### src/page_walk_pkg.sv
// Constants and types shared by the translation-miss fill engine.
`default_nettype none
package page_walk_pkg;

	// Address widths and page geometry.
	localparam int VA_IN_W        = 64;
	localparam int VA_W           = 32;
	localparam int PAGE_SHIFT_DEF = 13;
	localparam int PAGE_SHIFT_MIN = 10;
	localparam int PAGE_SHIFT_MAX = 16;
	localparam int ENTRY_LOG2     = 2;
	localparam int SUPERPAGE_LO   = 42;

	// Base of the linear page table in the mapped page-table space.
	localparam logic [31:0] VIRTUAL_PTE_BASE = 32'hC000_0000;

	// Entry field positions; the same layout serves directory entries.
	localparam int ENT_VALID_BIT   = 0;
	localparam int ENT_OWNER_BIT   = 1;
	localparam int ENT_DIRTY_BIT   = 2;
	localparam int ENT_RSVD_BIT    = 3;
	localparam int ENT_GLOBAL_BIT  = 4;
	localparam int ENT_GRAN_LO     = 5;
	localparam int ENT_GRAN_HI     = 6;
	localparam int ENT_SPARE_LO    = 7;
	localparam int ENT_SPARE_HI    = 8;
	localparam int ENT_PFN_LO      = 9;
	localparam int ENT_PFN_HI      = 31;
	localparam int PFN_W           = ENT_PFN_HI - ENT_PFN_LO + 1;

	// Fault classes reported to the core.
	localparam logic [1:0] FAULT_GENERAL   = 2'h0;
	localparam logic [1:0] FAULT_NOT_VALID = 2'h1;
	localparam logic [1:0] FAULT_ACCESS    = 2'h2;
	localparam logic [1:0] FAULT_ON_WRITE  = 2'h3;

	// Walk sequencer states, one-hot.
	typedef enum logic [3:0]
	{
		ST_IDLE   = 4'h1,
		ST_VLOAD  = 4'h2,
		ST_PDLOAD = 4'h4,
		ST_PTLOAD = 4'h8
	} walk_state_type;
	localparam int ST_IDLE_BIT = 0;

endpackage : page_walk_pkg
`default_nettype wire

### src/page_table_walk_fill.sv
// Translation-miss fill engine: address check, linear lookup and two-level walk.
//
// What this block does
// - Check every non-superpage miss address is a sign-extended 32-bit longword.
// - Raise a general exception for a noncanonical non-superpage miss; superpage misses fill from the low bits.
// - Linear lookup: zap upper bytes, entry at table base plus four times page number.
// - Walk: directory entry physically at directory base plus four times directory index.
// - Second level: directory frame shifted by page exponent plus four times table index.
// - Table-index exponent equals log2 of page size divided by four.
// - Directory base register holds physical address of current process's directory page.
// - Two-level walk is used whenever the linear lookup cannot complete.
// - Directory entries decode with the same field layout as mapping entries.
// - Granularity hint may map aligned blocks of eight to the N pages; optional.
// - Shared hint may make the cached translation global for all spaces.
// - Store to a page whose written flag is zero faults.
// - User mode needs the user-permit flag; kernel may access any valid page.
// - A cleared translation-ok flag raises a translation-not-valid fault.
// - Spare and reserved entry bits never affect translation or protection.
// - Instruction translation invalidation also invalidates instruction cache blocks.
// - Prevent duplicate buffer writes unless the buffer tolerates them.
// - Optionally special-case the self-map entry address in the second-level fill.
// - Entries are found purely by table position; no tag is stored.
// - On swap with non-negative frame number, load directory base from it.
// - Invalid first- or second-level entry during the walk raises not-valid fault.
`default_nettype none
module page_table_walk_fill
	import page_walk_pkg::*;
#(
	parameter int PAGE_SHIFT              = PAGE_SHIFT_DEF,
	parameter bit HONOR_GRANULARITY       = 1'b1,
	parameter bit HONOR_GLOBAL            = 1'b1,
	parameter bit TB_TOLERATES_DUP        = 1'b0,
	parameter bit SELF_MAP_SHORTCUT       = 1'b1,
	parameter bit ICACHE_PHYS_NONCOHERENT = 1'b1
)(
	input  wire logic                          core_clk,
	input  wire logic                          srst,
	input  wire logic                          miss_valid,
	input  wire logic [VA_IN_W-1:0]            miss_va,
	input  wire logic                          miss_store,
	input  wire logic                          miss_ifetch,
	input  wire logic                          miss_user,
	input  wire logic                          force_phys_walk,
	output logic                               miss_ready,
	input  wire logic                          swap_valid,
	input  wire logic [PFN_W:0]                swap_pfn,
	output logic [PFN_W+PAGE_SHIFT-1:0]        directory_base_reg,
	output logic                               mem_req_valid,
	output logic [PFN_W+PAGE_SHIFT-1:0]        mem_req_addr,
	output logic                               mem_req_phys,
	input  wire logic                          mem_req_ready,
	input  wire logic                          mem_rsp_valid,
	input  wire logic [31:0]                   mem_rsp_data,
	input  wire logic                          mem_rsp_fault,
	output logic                               fill_valid,
	output logic                               fill_tb_wr,
	output logic                               fill_ifetch,
	output logic [VA_W-PAGE_SHIFT-1:0]         fill_vpn,
	output logic [PFN_W-1:0]                   fill_pfn,
	output logic [1:0]                         fill_granularity_hint,
	output logic                               fill_global,
	output logic                               fill_write_ok,
	output logic                               fill_user_ok,
	output logic                               fault_valid,
	output logic [1:0]                         fault_code,
	output logic [VA_IN_W-1:0]                 fault_va,
	output logic                               fault_store,
	input  wire logic                          tb_inval_valid,
	input  wire logic                          tb_inval_istream,
	input  wire logic [PFN_W-1:0]              tb_inval_pfn,
	output logic                               icache_inval_valid,
	output logic [PFN_W-1:0]                   icache_inval_pfn
);

	localparam int PA_W      = PFN_W + PAGE_SHIFT;
	localparam int VPN_W     = VA_W - PAGE_SHIFT;
	localparam int PTI_SHIFT = PAGE_SHIFT - ENTRY_LOG2;
	localparam int PDE_SHIFT = PAGE_SHIFT + PTI_SHIFT;

	// Refuse page sizes the address arithmetic cannot serve.
	generate
		if (PAGE_SHIFT < PAGE_SHIFT_MIN || PAGE_SHIFT > PAGE_SHIFT_MAX)
		begin : g_bad_page_shift
			$error("page_table_walk_fill: PAGE_SHIFT out of range");
		end
	endgenerate

	// A canonical longword has bits 63..32 all equal to bit 31.
	function automatic logic is_canonical(input logic [VA_IN_W-1:0] va);
		is_canonical = (va[VA_IN_W-1:VA_W] == {(VA_IN_W-VA_W){va[VA_W-1]}});
	endfunction

	// The large superpage sits at the very top of the 64-bit space.
	function automatic logic is_superpage(input logic [VA_IN_W-1:0] va);
		is_superpage = &va[VA_IN_W-1:SUPERPAGE_LO];
	endfunction

	walk_state_type    state_q;
	walk_state_type    state_d;
	logic [VA_W-1:0]   va_q;
	logic [VA_IN_W-1:0] full_va_q;
	logic              store_q;
	logic              ifetch_q;
	logic              user_q;
	logic [PA_W-1:0]   dir_base_q;
	logic              req_valid_q;
	logic [PA_W-1:0]   req_addr_q;
	logic              req_phys_q;
	logic              hist_valid_q;
	logic [VPN_W-1:0]  hist_vpn_q;

	logic [PFN_W-1:0]  dec_pfn;
	logic [1:0]        dec_gran;
	logic              dec_global;
	logic              dec_write_fault;
	logic              dec_user;
	logic              dec_ok;

	logic [VA_W-1:0]   va_w;
	logic [VA_W-1:0]   pte_va;
	logic [PA_W-1:0]   pde_pa;
	logic [PA_W-1:0]   pte_pa;
	logic [PA_W-1:0]   self_map_entry_pa;
	logic              addr_bad;
	logic              take_miss;
	logic              self_hit;
	logic              finish_now;
	logic              start_req;
	logic [PA_W-1:0]   start_addr;
	logic              start_phys;
	logic              dup_block;

	// Both directory and mapping entries come back on the same bus.
	pte_field_decode u_decode
	(
		.entry            (mem_rsp_data),
		.pfn              (dec_pfn),
		.granularity_hint (dec_gran),
		.global_hint      (dec_global),
		.write_fault_flag (dec_write_fault),
		.user_permit      (dec_user),
		.translation_ok   (dec_ok)
	);

	// Address arithmetic; an entry's address is its table position only.
	always_comb
	begin
		va_w   = state_q[ST_IDLE_BIT] ? miss_va[VA_W-1:0] : va_q;
		pte_va = VIRTUAL_PTE_BASE + ((va_w >> PAGE_SHIFT) << ENTRY_LOG2);
		pde_pa = dir_base_q + (PA_W'(va_w >> PDE_SHIFT) << ENTRY_LOG2);
		pte_pa = (PA_W'(dec_pfn) << PAGE_SHIFT)
			+ (PA_W'(va_w[PDE_SHIFT-1:PAGE_SHIFT]) << ENTRY_LOG2);
		self_map_entry_pa = dir_base_q
			+ (PA_W'(VIRTUAL_PTE_BASE >> PDE_SHIFT) << ENTRY_LOG2);
	end

	// Miss acceptance and walk decisions.
	always_comb
	begin
		addr_bad  = !is_canonical(miss_va) && !is_superpage(miss_va);
		take_miss = state_q[ST_IDLE_BIT] && miss_valid;
		self_hit  = SELF_MAP_SHORTCUT && (pte_pa == self_map_entry_pa);
		finish_now = mem_rsp_valid && (
			(state_q == ST_VLOAD && !mem_rsp_fault) ||
			(state_q == ST_PDLOAD && (!dec_ok || self_hit)) ||
			(state_q == ST_PTLOAD));
		dup_block = !TB_TOLERATES_DUP && hist_valid_q
			&& (hist_vpn_q == va_q[VA_W-1:PAGE_SHIFT]);
	end

	// Next state of the walk sequencer.
	always_comb
	begin
		state_d = state_q;
		case (state_q)
			ST_IDLE:
			begin
				if (miss_valid && !addr_bad)
				begin
					state_d = force_phys_walk ? ST_PDLOAD : ST_VLOAD;
				end
			end
			ST_VLOAD:
			begin
				if (mem_rsp_valid)
				begin
					state_d = mem_rsp_fault ? ST_PDLOAD : ST_IDLE;
				end
			end
			ST_PDLOAD:
			begin
				if (mem_rsp_valid)
				begin
					state_d = (!dec_ok || self_hit) ? ST_IDLE : ST_PTLOAD;
				end
			end
			ST_PTLOAD:
			begin
				if (mem_rsp_valid)
				begin
					state_d = ST_IDLE;
				end
			end
			default:
			begin
				state_d = ST_IDLE;
			end
		endcase
	end

	// Memory request to launch, if any, this cycle.
	always_comb
	begin
		start_req  = 1'b0;
		start_addr = '0;
		start_phys = 1'b0;
		if (take_miss && !addr_bad)
		begin
			start_req  = 1'b1;
			start_phys = force_phys_walk;
			start_addr = force_phys_walk ? pde_pa : PA_W'(pte_va);
		end
		else if (state_q == ST_VLOAD && mem_rsp_valid && mem_rsp_fault)
		begin
			start_req  = 1'b1;
			start_phys = 1'b1;
			start_addr = pde_pa;
		end
		else if (state_q == ST_PDLOAD && mem_rsp_valid && dec_ok && !self_hit)
		begin
			start_req  = 1'b1;
			start_phys = 1'b1;
			start_addr = pte_pa;
		end
	end

	// Sequencer state register.
	always_ff @(posedge core_clk)
	begin
		if (srst)
		begin
			state_q <= ST_IDLE;
		end
		else
		begin
			state_q <= state_d;
		end
	end

	// Capture of the miss being served.
	always_ff @(posedge core_clk)
	begin
		if (srst)
		begin
			va_q      <= '0;
			full_va_q <= '0;
			store_q   <= 1'b0;
			ifetch_q  <= 1'b0;
			user_q    <= 1'b0;
		end
		else if (take_miss)
		begin
			va_q      <= miss_va[VA_W-1:0];  // Upper bytes zapped.
			full_va_q <= miss_va;
			store_q   <= miss_store;
			ifetch_q  <= miss_ifetch;
			user_q    <= miss_user;
		end
	end

	// Memory request, held until the memory system accepts it.
	always_ff @(posedge core_clk)
	begin
		if (srst)
		begin
			req_valid_q <= 1'b0;
			req_addr_q  <= '0;
			req_phys_q  <= 1'b0;
		end
		else if (start_req)
		begin
			req_valid_q <= 1'b1;
			req_addr_q  <= start_addr;
			req_phys_q  <= start_phys;
		end
		else if (mem_req_ready)
		begin
			req_valid_q <= 1'b0;
		end
	end

	// Directory base, reloaded per process on an address space swap.
	always_ff @(posedge core_clk)
	begin
		if (srst)
		begin
			dir_base_q <= '0;
		end
		else if (swap_valid && !swap_pfn[PFN_W])
		begin
			dir_base_q <= PA_W'(swap_pfn[PFN_W-1:0]) << PAGE_SHIFT;
		end
	end

	// Answers to the core: a fill or a fault, one-cycle pulses.
	always_ff @(posedge core_clk)
	begin
		if (srst)
		begin
			fill_valid            <= 1'b0;
			fill_tb_wr            <= 1'b0;
			fill_ifetch           <= 1'b0;
			fill_vpn              <= '0;
			fill_pfn              <= '0;
			fill_granularity_hint <= 2'h0;
			fill_global           <= 1'b0;
			fill_write_ok         <= 1'b0;
			fill_user_ok          <= 1'b0;
			fault_valid           <= 1'b0;
			fault_code            <= FAULT_GENERAL;
			fault_va              <= '0;
			fault_store           <= 1'b0;
		end
		else
		begin
			fill_valid  <= 1'b0;
			fill_tb_wr  <= 1'b0;
			fault_valid <= 1'b0;
			if (take_miss && addr_bad)
			begin
				fault_valid <= 1'b1;
				fault_code  <= FAULT_GENERAL;
				fault_va    <= miss_va;
				fault_store <= miss_store;
			end
			else if (finish_now)
			begin
				fault_va    <= full_va_q;
				fault_store <= store_q;
				if (!dec_ok)
				begin
					fault_valid <= 1'b1;
					fault_code  <= FAULT_NOT_VALID;
				end
				else if (user_q && !dec_user)
				begin
					fault_valid <= 1'b1;
					fault_code  <= FAULT_ACCESS;
				end
				else if (store_q && dec_write_fault)
				begin
					fault_valid <= 1'b1;
					fault_code  <= FAULT_ON_WRITE;
				end
				else
				begin
					fill_valid            <= 1'b1;
					fill_tb_wr            <= !dup_block;
					fill_ifetch           <= ifetch_q;
					fill_vpn              <= va_q[VA_W-1:PAGE_SHIFT];
					fill_pfn              <= dec_pfn;
					fill_granularity_hint <= HONOR_GRANULARITY ? dec_gran : 2'h0;
					fill_global           <= HONOR_GLOBAL && dec_global;
					fill_write_ok         <= !dec_write_fault;
					fill_user_ok          <= dec_user;
				end
			end
		end
	end

	// History of the last buffer write; any invalidate forgets it.
	always_ff @(posedge core_clk)
	begin
		if (srst)
		begin
			hist_valid_q <= 1'b0;
			hist_vpn_q   <= '0;
		end
		else if (tb_inval_valid)
		begin
			hist_valid_q <= 1'b0;
		end
		else if (finish_now && dec_ok && !fault_pending(user_q, dec_user, store_q,
			dec_write_fault))
		begin
			hist_valid_q <= 1'b1;
			hist_vpn_q   <= va_q[VA_W-1:PAGE_SHIFT];
		end
	end

	// Protection check used by the history path; the answer path repeats it inline.
	function automatic logic fault_pending(input logic user, input logic permit,
		input logic store, input logic wfault);
		fault_pending = (user && !permit) || (store && wfault);
	endfunction

	// Instruction cache blocks follow an invalidated instruction translation.
	always_ff @(posedge core_clk)
	begin
		if (srst)
		begin
			icache_inval_valid <= 1'b0;
			icache_inval_pfn   <= '0;
		end
		else
		begin
			icache_inval_valid <= ICACHE_PHYS_NONCOHERENT && tb_inval_valid
				&& tb_inval_istream;
			if (tb_inval_valid && tb_inval_istream)
			begin
				icache_inval_pfn <= tb_inval_pfn;
			end
		end
	end

	assign miss_ready         = state_q[ST_IDLE_BIT];
	assign directory_base_reg = dir_base_q;
	assign mem_req_valid      = req_valid_q;
	assign mem_req_addr       = req_addr_q;
	assign mem_req_phys       = req_phys_q;

endmodule : page_table_walk_fill
`default_nettype wire

### src/pte_field_decode.sv
// Field decoder for page table and page directory entries.
`default_nettype none
module pte_field_decode
	import page_walk_pkg::*;
(
	input  wire logic [31:0]      entry,
	output logic      [PFN_W-1:0] pfn,
	output logic      [1:0]       granularity_hint,
	output logic                  global_hint,
	output logic                  write_fault_flag,
	output logic                  user_permit,
	output logic                  translation_ok
);

	// Software-spare and reserved bits are simply never looked at.
	assign pfn              = entry[ENT_PFN_HI:ENT_PFN_LO];
	assign granularity_hint = entry[ENT_GRAN_HI:ENT_GRAN_LO];
	assign global_hint      = entry[ENT_GLOBAL_BIT];
	assign write_fault_flag = ~entry[ENT_DIRTY_BIT];  // Written flag inverted.
	assign user_permit      = entry[ENT_OWNER_BIT];
	assign translation_ok   = entry[ENT_VALID_BIT];

endmodule : pte_field_decode
`default_nettype wire

### config.mk
export PLATFORM = sky130hd
export DESIGN_NAME = page_table_walk_fill
export DESIGN_NICKNAME = d
export VERILOG_FILES = /design/src/page_walk_pkg.sv /design/src/page_table_walk_fill.sv /design/src/pte_field_decode.sv
export SDC_FILE = /design/constraint.sdc
export NUM_CORES = 1
export LEC_CHECK = 0
export ABC_AREA = 1
export BUFFER_PORTS_ARGS = -buffer_cell sky130_fd_sc_hd__buf_2
export CAP_MARGIN = 20
export CELL_PAD_IN_SITES_DETAIL_PLACEMENT = 0
export CELL_PAD_IN_SITES_GLOBAL_PLACEMENT = 1
export CORE_UTILIZATION = 36
export DETAILED_ROUTE_END_ITERATION = 10
export PLACE_DENSITY_LB_ADDON = 0.1
export SLEW_MARGIN = 15
export SYNTH_ARGS = -nofsm -noshare
export SYNTH_HDL_FRONTEND = slang
export SYNTH_SLANG_ARGS = --single-unit
### constraint.sdc
create_clock -name core_clk -period 2.3 [get_ports core_clk]
set_input_delay 0.23 -clock core_clk [delete_from_list [all_inputs] [get_ports core_clk]]
set_output_delay 0.23 -clock core_clk [all_outputs]
set_load 0.005 [all_outputs]
After elaboration in Yosys (flattened, before gate mapping)
Cells that the tools add are included.

storage, ports and cells
  register bits = 326
  logic and storage cells = 127

operators by class
  $add $sub $neg = 4
  equal/unequal tests = 12
  mux-type cells = 32
  bitwise gates (word level) = 7
  reduce and logical (&&, ||, !) cells = 45

operators with widths
  kind                                                  count
  two-way mux 36 bit                                    4
  two-way mux 64 bit                                    2
  adder 36 x 10 -> 36 bit                               1
  adder 36 x 10 -> 36 bit (second input constant)       1
  adder 36 x 13 -> 36 bit                               1
  equality test 36 bit                                  1
  adder 31 x 22 -> 32 bit (first input constant)        1
  equality test 32 bit                                  1
  two-way mux 32 bit                                    1
  AND reduction 22 bit                                  1
  logical AND 1 bit                                     20
  two-way mux 4 bit                                     5
  equality test 19 bit                                  1
  case mux 4 bit (4 select lines)                       1
  two-way mux 1 bit                                     14
  logical NOT 1 bit                                     10
  != test 2 bit (second input constant)                 4
  inverter 1 bit                                        7
  two-way mux 2 bit                                     3
  two-way mux 3 bit                                     2
  OR reduction 6 bit                                    1
  AND reduction 5 bit                                   1
  OR reduction 5 bit                                    1
  equality test 4 x 1 -> 1 bit (second input constant)  1
  other kinds (9)                                       15

Depth between registers and ports, before layout
  word-level depth = 11
  mapped depth = 18
  mapped depth without buffers = 16

By module
From an unflattened synthesis, not the netlist that was laid out.

second synthesis, totals
  cell total of the unflattened synthesis = 2176
  area total of the unflattened synthesis = 14044.7 um^2

by module, submodules not included
  module                instances  cells each  area each (um^2)  sequential area each (um^2)
  page_table_walk_fill  1          2147        13830.8           5845.6
  pte_field_decode      1          29          214.0             0.0

Least setup slack after synthesis
Ideal clock, no wire load.

  path kind = flip-flop to flip-flop
  from = register state_q[0]
  to = register fill_vpn[8]
  setup time = 0.126 ns
  arrival = 1.921 ns
  data required time = 2.174 ns
  path slack = 0.252 ns
  cell stages (with the launch flop) = 19
  buffers on the path = 3
  clock period less this slack = 2.048 ns
  cells stage by stage = dfxtp_1 inv_2 buf_6 nand2_1 nand2_1 nor2_1 nand2_1 nor2_1 nand3_1 o21bai_1 nand2_1 nand3_2 nand2_2 inv_2 nand2_1 buf_2 buf_2 nand2_1 o21ai_1

on the way
  word-level cells in the longest chain between the ends = 9
  elaborated cells on any way between the ends = 16
  those cells by class = add/sub: 1; eq/ne: 4; mux: 1; bitwise: 1; reduce/logical: 9

RTL lines
  what                               RTL line                     RTL
  start: declaration                 page_table_walk_fill.sv:98   walk_state_type state_q;
  start signal: assignment           page_table_walk_fill.sv:246  state_q <= state_d;
  two-way mux 32 bit                 page_table_walk_fill.sv:148  va_w = state_q[ST_IDLE_BIT] ? miss_va[VA_W-1:0] : va_q;
  adder 36 x 13 -> 36 bit            page_table_walk_fill.sv:152  + (PA_W'(va_w[PDE_SHIFT-1:PAGE_SHIFT]) << ENTRY_LOG2);
  equality test 36 bit               page_table_walk_fill.sv:162  self_hit = SELF_MAP_SHORTCUT && (pte_pa == self_map_entry_pa);
  logical OR 1 bit                   page_table_walk_fill.sv:165  (state_q == ST_PDLOAD && (!dec_ok || self_hit)) ||
  logical AND 1 bit                  page_table_walk_fill.sv:165
  logical OR 1 bit                   page_table_walk_fill.sv:164  (state_q == ST_VLOAD && !mem_rsp_fault) ||
  logical OR 1 bit                   page_table_walk_fill.sv:165
  logical AND 1 bit                  page_table_walk_fill.sv:163  finish_now = mem_rsp_valid && (
  AND reduction 5 bit (no line) (*)  -
  end signal: assignment             page_table_walk_fill.sv:360  fill_vpn <= va_q[VA_W-1:PAGE_SHIFT];
  end: declaration                   page_table_walk_fill.sv:58   output logic [VA_W-PAGE_SHIFT-1:0] fill_vpn,

Every way passes the cells marked *; elsewhere a longest branch is shown, timed or not.
A chain may end at the register's enable or synchronous reset.

Worst setup path after layout
  from = register state_q[0]
  to = register fill_vpn[13]

Same word-level chain as after synthesis.

==> flow_summary_export.csv <==
group,metric,value,unit
clock_tree,clock_latency,0.55,ns
timing,fin_crit_sh,101,%
clock_tree,cts_tree,"yes",
run,drv_cap,0,
timing,hold_viol,0,
worst_hold_path,hp-start,"miss_va[28]",
clock_tree,clkTransAtPathRegs,0.06,ns
yosys,ys_warn_count,0,
cells_and_area,regMostFlops,"fault_va",
die,die_w,198,um
clock_tree,cts-root-buf,"clkbuf_16",
detailed_routing,vias,15000,
clock_tree,cts_buffers,36,
timing,fmax,0.430,GHz
yosys,async_reset_ff_share,0,%
clock_tree,clock-sinks,292,
grt,grt_overflow_total,0,
worst_setup_path,end_kind,"flip-flop",
yosys,ys.flop_type,"dfxtp_1",
detailed_routing,ant_nets,0,
place,port_buffers,354,
yosys,syn_avg_cell_area,6.44,sq um
power_and_ir_drop,p_comb_share,25.4,%
power_and_ir_drop,power_density,790,nW/um^2
grt,antenna_found_initial,6,
worst_setup_path,cp-startpoint,"state_q[0]$_SDFFE_PP1P_",
timing,rsz0062_at_grt,"yes",
worst_setup_path,worstReg2RegStart,"state_q[0]$_SDFFE_PP1P_",
worst_hold_path,hp-class,"primary input to flip-flop",
detailed_routing,first_pass_iters,5,
die,core-area,37700,sq um
cells_and_area,drive_above_1_share,24.2,%
timing,finalCriticalPeriod,2.32,ns
status,status,"finished, violations left",
power_and_ir_drop,seq_power_share,38.6,%
grt,grt_usage,25.1,%
grt,grt_pass1_wl,76.4,mm
cells_and_area,largest_reg_flops,64,
yosys,netlist_area,13800,sq um
power_and_ir_drop,p_int,10.4,mW
cells_and_area,area_delta_synth_final,41.0,%
worst_setup_path,start_kind,"flip-flop",
detailed_routing,vias_per_cell,4.74,
clock_tree,htreeDepth,2,
power_and_ir_drop,power_switching,4.92,mW
cells_and_area,final_util,51.6,%
yosys,synth-seq-cells,292,
clock_tree,clk_path_buf_depth,3,
worst_setup_path,path_max_fanout,11,
detailed_routing,routed_wirelength,51.7,mm
yosys,synthTopCellsByCount,"nand2_1 (591), nor2_1 (323), dfxtp_1 (292)",
yosys,synth_area_leaders,"dfxtp_1 (42%), nand2_1 (16%), nor2_1 (8.8%)",
timing,tightest_slew,0.710,ns
detailed_routing,drc,0,
timing,timing.final.ws_setup,-0.0231,ns
timing,fin_skew,0.0215,ns
power_and_ir_drop,clkPwrFrac,36.1,%
yosys,synth_seq_area_share,42.4,%
place,gp_congestion,0.843,
power_and_ir_drop,leakage,9.55,nW
place,dp_hpwl,34.6,mm
worst_setup_path,critPathRequiredTime,2.71,ns
yosys,yosys.cell_types.count,35,
yosys,synth.most_common_cell,"nand2_1",
timing,hold_ws,0.0232,ns
die,initial_core_util,36.6,%
grt,grt_pass1_vias,13700,
worst_setup_path,ff2ff_path_depth,16,
worst_setup_path,arrival,2.73,ns
status,violations,"setup timing",
detailed_routing,drt_iter0_markers,793,
die,io_pins,373,
die,rows,71,
worst_setup_path,crit_type,"flip-flop to flip-flop",
timing,setup_viol,16,
yosys,syn-instance-count,2140,
die,die_area,39100,sq um
yosys,synth_top_area_share,42.4,%
timing,final_max_slew_viol_count,0,
detailed_routing,wire_per_inst,16.4,um
worst_hold_path,hold_path_depth,3,
yosys,yosysTopAreaCell,"dfxtp_1",
power_and_ir_drop,swShare,32.0,%
yosys,synth_edf_count,0,
grt,grt_max_degree,99,
power_and_ir_drop,peakVddDrop,494,uV
die,fp.dieH,198,um
cells_and_area,num-nets-final,2775,
timing,slew_headroom,52.6,%
-- final timing paths --
check	to	slack, ns
worst max-delay path	fill_vpn[13]$_SDFFE_PP0P_	-0.02
worst min-delay path	va_q[28]$_SDFFE_PP0P_	0.02
worst max register to register	fill_vpn[13]$_SDFFE_PP0P_	-0.02
worst min register to register	full_va_q[53]$_SDFFE_PP0P_	0.45
-- power groups by stage --
stage	clock (mW)	sequential, mW	combinational (mW)
floorplan	0	5.98	1.89
global placement	0	5.99	3.42
detailed placement	0	6.00	3.43
CTS	5.69	5.90	3.62
global route	5.89	5.98	4.31
finish	5.54	5.92	3.90
-- layout make-up --
type,instances,area (sq um)
Fill cell,3905,18200
Multi-Input combinational cell,1484,6750
Sequential cell,292,5850
Timing Repair Buffer,573,4150
Clock buffer,51,1060
Inverter,232,896
Tap cell,511,639
Clock inverter,9,70.1
Antenna cell,7,17.5
-- metrics by stage --
stage                     total power [mW]  TNS, ns  setup slack (ns)  cell area [sq um]  std cells
after global placement                9.41   -33.84            -0.276              16600       2978
after detailed placement              9.43   -36.62            -0.310              16600       2978
after global routing                  16.2   -12.71            -0.171              19400       3155
after CTS                             15.2        0           0.00462              18700       3127
after floorplan                       7.87        0             0.252              13800       2154
final                                 15.4   -0.136           -0.0231              19400       3159
-- critical path: stages, from the launching register on --
cell and delay [ns]:
dfxtp_4 0.39, buf_12 0.16, nand2_2 0.08, nand2_4 0.08, nor2_4 0.12, nand2_2 0.07
nor2_2 0.12, nand3_1 0.08, o21bai_1 0.16, nand2_1 0.10, nand3_2 0.12, nand2_4 0.12
inv_8 0.11, nand2_8 0.12, clkbuf_16 0.22, nand2_1 0.06, o21ai_1 0.06
-- logic make-up (layout without fill, tap and decap cells) --
family          count (synthesis)  after routing  share of synthesized area (%)
compound gates                337            337                           12.5
simple gates                 1120           1120                           33.0
xor+xnor                       12             12                          0.762
buf+inv                       378            865                           11.3
flops                         292            292                           42.4
other cells                     1             22                         0.0272
-- metal layers --
layer  GRT usage (%)  part of all wire [%]  up-vias
met4            8.70                   2.9        2
met2            39.7                    45      437
met1            34.0                    46     6820
met3            4.65                   6.3       77
li1                -                     -     7637
met5               0                 0.033        -
-- placed cells by master, fill, tap and decap left out, types with 12 or more instances in the layout --
cell	netlist	layout
a21oi_1	137	135
buf_12	0	19
buf_2	27	353
buf_4	23	91
clkbuf_16	0	48
conb_1	1	15
dfxtp_1	292	287
dlygate4sd3_1	0	86
inv_1	228	226
nand2_1	591	558
nand2_2	1	22
nand3_1	145	142
nand4_1	27	27
nor2_1	323	304
nor2_2	1	14
o21ai_0	174	165
o21ai_1	13	14
or2_2	12	12
-- timing repair --
| action | CTS | global route |
|---|---|---|
| pin swaps | 1 | 28 |
| hold buffers | 86 | 0 |
| setup buffers | 2 | 11 |
| setup endpoints to repair | 170 | 171 |
| gates cloned | 1 | 14 |
| endpoints found under the hold margin | 86 | 0 |
| gates resized for setup | 26 | 103 |
Note: power is estimated with default switching activity, not from simulation.
